--- src/core/dac_cal_params.svh ---
`ifndef DAC_CAL_PARAMS_SVH
`define DAC_CAL_PARAMS_SVH

// coefficient bank shape
`define CAL_COEF_W 24
`define CAL_NUM_COEF 24
`define CAL_DAC_W 18
`define CAL_LEVEL_W 20

// register word indexes, byte address is four times the index
`define CAL_GAIN_BASE 8'h80
`define CAL_OFFS_BASE 8'h90
`define CAL_SPARE_BASE 8'hA0
`define CAL_CFG_IDX 8'h10
`define CAL_CODE_IDX 8'h11
`define CAL_RELOAD_IDX 8'h12
`define CAL_STAT_IDX 8'h13

// io_path_config fields
`define CFG_UNI_BIT 0
`define CFG_CUR_BIT 1
`define CFG_RES16_BIT 2
// status field holding the preload busy flag
`define STAT_BUSY_BIT 20

// reset values
`define CAL_GAIN_RST 24'h40_0000
`define CAL_OTHER_RST 24'h00_0000
// 18.75 V (or 37.5 mA) in 18-bit step units
`define CAL_UNI_MID 20'sh3_0000

`endif

--- src/core/dac_cal_pkg.sv ---
`include "dac_cal_params.svh"

package dac_cal_pkg;
    typedef logic [`CAL_NUM_COEF-1:0][`CAL_COEF_W-1:0] coef_bank_t;

    typedef struct packed {
        coef_bank_t coef;
        logic unipolar;
        logic current;
        logic res16;
        logic [`CAL_DAC_W-1:0] code;
        logic signed [`CAL_LEVEL_W-1:0] level;
        logic [`CAL_DAC_W-1:0] gain;
        logic [`CAL_DAC_W-1:0] ofs;
        logic ack;
        logic [31:0] rdat;
        logic reload;
    } core_state_t;

    typedef enum logic [1:0] {LD_IDLE, LD_REQ, LD_WAIT} ld_phase_t;

    typedef struct packed {
        ld_phase_t phase;
        logic [4:0] idx;
        logic busy;
        logic rd;
        logic we;
        logic [4:0] widx;
        logic [`CAL_COEF_W-1:0] data;
    } ld_state_t;
endpackage : dac_cal_pkg

--- src/core/dac_code_map.sv ---
// Functional notes
// 18-bit codes +131071..-131072, positive drives negative
// 16-bit codes +32767..-32768, same inverted ends
// 18-bit voltage step is 25 V over 2^18
// 18-bit current step is 50 mA over 2^18
// config bit one selects unipolar transfer; the code uses bit zero, bit one selects current
// unipolar voltage is 18.75 V minus code steps
// unipolar current is 37.5 mA minus code steps
// 24 coefficients: eight gain, offset, spare each
// every coefficient register is 24 bits wide
// output path uses upper 18 coefficient bits
// software reads and writes every coefficient
// reset copies stored values into coefficients
// output code is signed two's complement, max 18
// reload command recopies stored coefficient values
// reads return last write or preloaded value
`timescale 1ns/100ps
`include "dac_cal_params.svh"

module dac_code_map #(
    parameter int ADR_W = 10
) (
    // clock, reset, enable
    input wire logic clk,
    input wire logic resetn,
    input wire logic ce,
    // wishbone classic slave
    input wire logic [ADR_W-1:0] wb_adr_i,
    input wire logic [31:0] wb_dat_i,
    input wire logic [3:0] wb_sel_i,
    input wire logic wb_we_i,
    input wire logic wb_cyc_i,
    input wire logic wb_stb_i,
    output logic [31:0] wb_dat_o,
    output logic wb_ack_o,
    // nonvolatile coefficient store
    output logic [4:0] nvm_addr,
    output logic nvm_rd,
    input wire logic [`CAL_COEF_W-1:0] nvm_rdata,
    input wire logic nvm_ack,
    input wire logic nvm_hit,
    // converter side
    output logic signed [`CAL_LEVEL_W-1:0] output_level,
    output logic current_mode,
    output logic [`CAL_DAC_W-1:0] dac_gain,
    output logic [`CAL_DAC_W-1:0] dac_offset,
    output logic preload_busy
);
    import dac_cal_pkg::*;

    if (ADR_W < 10 || ADR_W > 32) begin : g_bad_adr
        $error("dac_code_map: ADR_W must be 10..32");
    end

    localparam core_state_t CORE_RST = '{
        coef: {{16{`CAL_OTHER_RST}}, {8{`CAL_GAIN_RST}}},
        unipolar: 1'b0, current: 1'b0, res16: 1'b0,
        code: 18'h0_0000, level: 20'sh0_0000,
        gain: 18'h1_0000, ofs: 18'h0_0000,
        ack: 1'b0, rdat: 32'h0000_0000, reload: 1'b0};

    core_state_t s_q, s_d;
    logic ld_busy;
    logic ld_we;
    logic [4:0] ld_idx;
    logic [`CAL_COEF_W-1:0] ld_data;
    logic req;
    logic [7:0] widx;
    logic [5:0] slot;
    logic signed [`CAL_LEVEL_W-1:0] scaled;
    logic [31:0] wmerged;

    // map a word index onto the coefficient bank
    function automatic logic [5:0] coef_slot(input logic [7:0] idx);
        logic [7:0] base;
        base = {idx[7:3], 3'b000};
        if (base == `CAL_GAIN_BASE) begin
            coef_slot = {1'b1, 2'b00, idx[2:0]};
        end else if (base == `CAL_OFFS_BASE) begin
            coef_slot = {1'b1, 2'b01, idx[2:0]};
        end else if (base == `CAL_SPARE_BASE) begin
            coef_slot = {1'b1, 2'b10, idx[2:0]};
        end else begin
            coef_slot = 6'h00;
        end
    endfunction : coef_slot

    // byte-lane merge of a write into the old word
    function automatic logic [31:0] lane_merge(input logic [31:0] old,
        input logic [31:0] wd, input logic [3:0] sel);
        lane_merge = old;
        for (int b = 0; b < 4; b++) begin
            if (sel[b]) begin
                lane_merge[8*b +: 8] = wd[8*b +: 8];
            end
        end
    endfunction : lane_merge

    // preload and reload sequencer
    nvm_preload #(
        .NUM(`CAL_NUM_COEF)
    ) u_preload (
        .clk(clk),
        .resetn(resetn),
        .ce(ce),
        .start(s_q.reload),
        .nvm_addr(nvm_addr),
        .nvm_rd(nvm_rd),
        .nvm_rdata(nvm_rdata),
        .nvm_ack(nvm_ack),
        .nvm_hit(nvm_hit),
        .busy(ld_busy),
        .ld_we(ld_we),
        .ld_idx(ld_idx),
        .ld_data(ld_data)
    );

    // bus waits while the bank is being loaded
    assign req = wb_cyc_i && wb_stb_i && !s_q.ack && !ld_busy && !ld_we
        && !s_q.reload;
    assign widx = wb_adr_i[9:2];
    assign slot = coef_slot(widx);

    // code widened to 18-bit step units, 16-bit steps are four times larger
    always_comb begin
        if (s_q.res16) begin
            scaled = {{2{s_q.code[15]}}, s_q.code[15:0], 2'b00};
        end else begin
            scaled = {{2{s_q.code[17]}}, s_q.code};
        end
    end

    // next state of the whole block
    always_comb begin
        s_d = s_q;
        s_d.ack = 1'b0;
        wmerged = 32'h0000_0000;
        // transfer map, inverted for bipolar, offset for unipolar
        if (s_q.unipolar) begin
            s_d.level = `CAL_UNI_MID - scaled;
        end else begin
            s_d.level = -scaled;
        end
        // converter takes the top bits of pointer 0 or 1
        s_d.gain = s_q.coef[{4'h0, s_q.current}][23:6];
        s_d.ofs = s_q.coef[{4'b0100, s_q.current}][23:6];
        // reload request leaves once the sequencer takes it
        if (s_q.reload && !ld_busy) begin
            s_d.reload = 1'b0;
        end
        // stored value lands in the bank
        if (ld_we) begin
            s_d.coef[ld_idx] = ld_data;
        end
        if (req) begin
            s_d.ack = 1'b1;
            s_d.rdat = 32'h0000_0000;
            if (slot[5]) begin
                wmerged = lane_merge({8'h00, s_q.coef[slot[4:0]]},
                    wb_dat_i, wb_sel_i);
                if (wb_we_i) begin
                    s_d.coef[slot[4:0]] = wmerged[23:0];
                end else begin
                    s_d.rdat = {8'h00, s_q.coef[slot[4:0]]};
                end
            end else begin
                case (widx)
                    `CAL_CFG_IDX: begin
                        if (wb_we_i && wb_sel_i[0]) begin
                            s_d.unipolar = wb_dat_i[`CFG_UNI_BIT];
                            s_d.current = wb_dat_i[`CFG_CUR_BIT];
                            s_d.res16 = wb_dat_i[`CFG_RES16_BIT];
                        end
                        s_d.rdat = {29'h0000_0000, s_q.res16, s_q.current,
                            s_q.unipolar};
                    end
                    `CAL_CODE_IDX: begin
                        wmerged = lane_merge({14'h0000, s_q.code},
                            wb_dat_i, wb_sel_i);
                        if (wb_we_i) begin
                            s_d.code = wmerged[17:0];
                        end
                        s_d.rdat = {14'h0000, s_q.code};
                    end
                    `CAL_RELOAD_IDX: begin
                        if (wb_we_i && wb_sel_i[0] && wb_dat_i[0]) begin
                            s_d.reload = 1'b1;
                        end
                    end
                    `CAL_STAT_IDX: begin
                        s_d.rdat = {11'h000, ld_busy, s_q.level};
                    end
                    default: s_d.rdat = 32'h0000_0000;
                endcase
            end
            if (wb_we_i) begin
                s_d.rdat = 32'h0000_0000;
            end
        end
    end

    // state register, frozen while ce is low
    always_ff @(posedge clk or negedge resetn) begin
        if (!resetn) begin
            s_q <= CORE_RST;
        end else if (ce) begin
            s_q <= s_d;
        end
    end

    // outputs straight from the state register, preload_busy from the sequencer's state register
    assign wb_dat_o = s_q.rdat;
    assign wb_ack_o = s_q.ack;
    assign output_level = s_q.level;
    assign current_mode = s_q.current;
    assign dac_gain = s_q.gain;
    assign dac_offset = s_q.ofs;
    assign preload_busy = ld_busy;
endmodule : dac_code_map

--- src/core/nvm_preload.sv ---
`timescale 1ns/100ps
`include "dac_cal_params.svh"

module nvm_preload #(
    parameter int NUM = `CAL_NUM_COEF
) (
    // clock, reset, enable
    input wire logic clk,
    input wire logic resetn,
    input wire logic ce,
    // reload request, taken only while idle
    input wire logic start,
    // nonvolatile store port
    output logic [4:0] nvm_addr,
    output logic nvm_rd,
    input wire logic [`CAL_COEF_W-1:0] nvm_rdata,
    input wire logic nvm_ack,
    input wire logic nvm_hit,
    // writes into the coefficient bank
    output logic busy,
    output logic ld_we,
    output logic [4:0] ld_idx,
    output logic [`CAL_COEF_W-1:0] ld_data
);
    import dac_cal_pkg::*;

    if (NUM < 1 || NUM > 32) begin : g_bad_num
        $error("nvm_preload: NUM must be 1..32");
    end

    localparam logic [4:0] LAST = 5'(NUM - 1);
    localparam ld_state_t LD_RST = '{phase: LD_REQ, idx: 5'h0, busy: 1'b1,
        rd: 1'b0, we: 1'b0, widx: 5'h0, data: `CAL_OTHER_RST};

    ld_state_t s_q, s_d;

    // walk all words once after reset and on each accepted start
    always_comb begin
        s_d = s_q;
        s_d.rd = 1'b0;
        s_d.we = 1'b0;
        case (s_q.phase)
            LD_IDLE: begin
                if (start) begin
                    s_d.phase = LD_REQ;
                    s_d.idx = 5'h0;
                    s_d.busy = 1'b1;
                end
            end
            LD_REQ: begin
                s_d.rd = 1'b1;
                s_d.phase = LD_WAIT;
            end
            LD_WAIT: begin
                if (nvm_ack) begin
                    // blank words are not written and keep their current value
                    s_d.we = nvm_hit;
                    s_d.widx = s_q.idx;
                    s_d.data = nvm_rdata;
                    if (s_q.idx == LAST) begin
                        s_d.phase = LD_IDLE;
                        s_d.busy = 1'b0;
                    end else begin
                        s_d.idx = s_q.idx + 5'h1;
                        s_d.phase = LD_REQ;
                    end
                end
            end
            default: s_d.phase = LD_IDLE;
        endcase
    end

    // state register, frozen while ce is low
    always_ff @(posedge clk or negedge resetn) begin
        if (!resetn) begin
            s_q <= LD_RST;
        end else if (ce) begin
            s_q <= s_d;
        end
    end

    assign nvm_addr = s_q.idx;
    assign nvm_rd = s_q.rd;
    assign busy = s_q.busy;
    assign ld_we = s_q.we;
    assign ld_idx = s_q.widx;
    assign ld_data = s_q.data;
endmodule : nvm_preload

--- config.mk ---
export PLATFORM = sky130hd
export DESIGN_NAME = dac_code_map
export DESIGN_NICKNAME = d
export VERILOG_FILES = /design/src/core/dac_cal_pkg.sv /design/src/core/dac_code_map.sv /design/src/core/nvm_preload.sv
export VERILOG_INCLUDE_DIRS = /design/src /design/src/core
export SDC_FILE = /design/constraint.sdc
export NUM_CORES = 2
export LEC_CHECK = 0
export ABC_AREA = 1
export BUFFER_PORTS_ARGS = -buffer_cell sky130_fd_sc_hd__clkbuf_2
export CAP_MARGIN = 15
export CORE_ASPECT_RATIO = 1.5
export CORE_UTILIZATION = 50
export CTS_BUF_LIST = sky130_fd_sc_hd__clkbuf_8 sky130_fd_sc_hd__clkbuf_16
export DETAILED_ROUTE_END_ITERATION = 7
export HOLD_SLACK_MARGIN = 0.05
export PLACE_DENSITY = 0.68
export SLEW_MARGIN = 20
export SYNTH_ARGS = -nofsm -noshare
export SYNTH_HDL_FRONTEND = slang
export SYNTH_HIERARCHICAL = 1
export SYNTH_SLANG_ARGS = --single-unit
--- constraint.sdc ---
create_clock -name clk -period 2.9 [get_ports clk]
set_clock_uncertainty 0.15 [all_clocks]
set_input_delay 0.58 -clock clk [delete_from_list [all_inputs] [get_ports clk]]
set_output_delay 0.58 -clock clk [all_outputs]
set_load 0.02 [all_outputs]
==> key figures <==
Critical path
  • Required @ worst endpoint: ~3300 ps
  • FF-to-FF Start: u_preload/busy
  • Worst path arrival time: ~3400 ps
  • CP endpoint kind: flip-flop
  • Startpoint Class: input port
  • CP max FO: 14
  • Worst setup path class: input port to flip-flop
  • CP startpoint: wb_adr_i[8]
  • Worst Reg-to-Reg Cells: 14

Synth
  • Post-synth EDFFs: 0
  • Leading cell types by total area after synthesis: dfrtp_1 36%, nand2_1 20%, a21oi_1 6.8%
  • Yosys warns: 6
  • Mux share of post-synthesis cell area: ~3.2%
  • Synth Flop Type: dfrtp_1
  • Simple-gate share of the synthesized area: 34.0%
  • Async set or reset register ratio after synthesis: 100%
  • Main combinational cell family by area after synthesis: simple AND/OR/NAND/NOR gates
  • Post-synthesis adder-cell area fraction: 0.0506%
  • Top cell type's share of synthesized area: between 30% and 40%
  • Syn Inst Count: about 7600
  • Distinct cells, synth: a little under 50
  • Synth Area in Compound Gates: 15.8%
  • Synth area leader: dfrtp_1
  • Avg Synthesized Cell Area: 6.49 µm²
  • Seq/Total Area, Yosys: around 36%
  • Yosys reg bits: 718
  • Post-Synth XOR/XNOR Area: 0.160%
  • Synth Cell Area: just under 50000 µm²

Route
  • Via-to-Cell Ratio: between 6 and 7
  • Routed vias: roughly 58000
  • Number of DRC markers in iteration 0: 9499
  • Routed Antenna Nets: 0
  • Final wirelength: roughly 260 mm
  • Wire length per cell after detailed routing: ~29 µm
  • Initial DRT Pass Iterations: 7
  • DRC errors left: 0

Clock network
  • Clock sinks: 718
  • Htree depth: 3
  • CTS tree: built
  • Worst-path clk slew: 60 ps
  • Skew-Pair Late Insertion Delay: 720 ps
  • CTS max path bufs: 3
  • Root Buffer: clkbuf_16
  • TritonCTS buffer count: 80

Power and ir drop
  • Cell Pwr Density: 669 nW/µm²
  • Worst vdd ir: between 500 and 600 µV
  • Final Total Pwr: 39.0 mW
  • Leakage: between 20 and 30 nW

STA
  • Max-slew violations: 0
  • Maximum clock rate: 0.342 GHz
  • Hold Vio Cnt, Final: 0
  • Worst rel slew slack: between 10% and 20%
  • Fin crit share: 101%
  • Period minus WS final: 2920 ps
  • Least-Margin Pin Slew: around 1200 ps
  • Final setup margin: -24.7 ps
  • Final Setup Violations: 9

Die
  • # rows: 140
  • Core box area: roughly 98000 µm²
  • Die width: between 200 and 300 µm
  • Ports: approximately 180
  • Starting Density: 50.7%
  • Die Ht: 387 µm
  • Die area: roughly 100000 µm²

Final layout
  • Commonest cells after routing, fill and taps aside: 2669 x nand2_1, 706 x dfrtp_1, 674 x a21oi_1, 665 x o21ai_0, 514 x buf_4
  • Finished Cell Area: 58300 µm²
  • Share of cells above drive strength 1: 13.5%
  • Area grow syn2layout: 17.9%
  • Commonest non-fill, non-tap cell in the layout: nand2_1
  • Post-Route Utilization: around 60%
  • Layout fillers: roughly 9300
  • Final #Nets: around 7900

Placement
  • Routability cong.: roughly 1.1
  • Detail Placement HPWL: 179 mm
  • Port-buffer cells: 155
  • DP Area: 55200 µm²

Worst hold path
  • Hold Path Class: input port to flip-flop
  • Hold path start: nvm_rdata[21]
  • WHS Path Cells: 3

Run status
  • Outcome: complete, but fails checks
  • Failing checks: setup timing

Run
  • Max_cap viols: 0

GRT
  • Gr usage total: 51.3%
  • Largest net degree at the start of global routing: roughly 160
  • First-pass GRT wire length: ~370 mm
  • Grt total ovfl: 0
  • Number of global-route vias before repair: about 53000
  • Initial antenna violation count: 23
==> path summary, 6_finish.rpt <==
check                                        end  slack, ps
setup / recovery                        s_q[321]        -20
hold / removal             u_preload/ld_data[21]         60
setup reg to reg                        s_q[407]         80
min in group asynchronous               s_q[175]        240
max in group asynchronous               s_q[301]       1370
hold reg to reg                      dac_gain[6]        330
==> metrics by stage <==
stage               TNS, ps  hold slack [ps]  setup slack, ps  cells
finish                 -110             61.0            -24.7   9138
global route          -6.82             60.3            -3.93   9129
CTS                       0             50.2            0.765   9127
detailed placement  -283480              317             -909   8956
global placement    -270580              312             -886   8956
floorplan                 0              134              418   7622
==> where the power goes <==
part,internal (mW),total (mW),leakage (nW),switching (mW)
Sequential,11.9,13.5,9.48,1.64
Combinational,4.06,14.6,18.5,10.5
Clock,6.16,10.9,1.39,4.75
==> flip-flops by register name, indices dropped and copies added, names as in the netlist <==
signal,count
s_q,597
u_preload/ld_data,24
wb_dat_o,24
output_level,20
dac_gain,18
dac_offset,18
u_preload/ld_idx,5
u_preload/nvm_addr,5
u_preload/s_q,2
current_mode,1
u_preload/busy,1
u_preload/ld_we,1
u_preload/nvm_rd,1
wb_ack_o,1
==> logic make-up (layout without fill, tap and decap cells) <==
family,Yosys count,in the layout
AND/OR/NAND/NOR,4051,4051
AO/OA/AOI/OAI,1537,1537
buffers and inverters,1139,1368
flip-flops,718,718
multiplexers,158,158
XOR/XNOR,9,9
adder cells (fa/ha/maj),2,2
other,1,17
==> what timing repair did <==
action,4_1_cts,5_1_grt
buffers inserted,0,2
pin swaps,0,1
endpoints found under the setup margin,9,227
resized for setup,3,24
hold endpoints to repair,123,0
hold buffers,29,0
==> routing by layer <==
| metal | wire (µm) | track usage (%) | up-vias |
|---|---|---|---|
| met3 | 36900 | 16.6 | 1283 |
| met5 | 85 | 0 | - |
| li1 | - | - | 25200 |
| met1 | 87400 | 60.4 | 27100 |
| met2 | 107000 | 73.0 | 4741 |
| met4 | 30900 | 48.6 | 12 |
==> worst max-delay path, stage by stage <==
cell	delay [ps]
clkbuf_2	90
inv_1	60
nand2_2	80
nor2_8	150
buf_6	190
nand3_4	190
buf_12	230
o21ai_1	500
o21ai_0	170
nand3_1	230
buf_4	200
nand3_1	330
nand3_1	190
nand2_1	60
nand2_1	50
nand2_1	40
==> synthesized netlist by cell type, drive strengths merged (2+ instances only) <==
cell type / number
nand2: 2691
o21ai: 817
dfrtp: 707
a21oi: 674
nand3: 519
nor2: 512
clkbuf: 417
inv: 362
buf: 356
nand4: 286
mux2i: 158
nor3: 24
or2: 14
a22oi: 13
dfstp: 11
o22ai: 10
xor2: 6
a22o: 5
o211ai: 5
o21a: 5
clkinv: 4
nor4: 3
xnor2: 3
a221oi: 2
a32oi: 2
and2: 2
ha: 2
==> layout make-up <==
type                            instances  area (µm²)  share of cell area (%)
Inverter                              366        1390                    2.38
Clock inverter                         45         405                   0.696
Antenna cell                            9        22.5                  0.0386
Sequential cell                       718       18000                    30.9
Tap cell                             1278        1600                    2.74
Clock buffer                           97        2270                    3.89
Timing Repair Buffer                  860        8150                    14.0
Multi-Input combinational cell       5765       26500                    45.4
(Power assumes the default switching activity.)
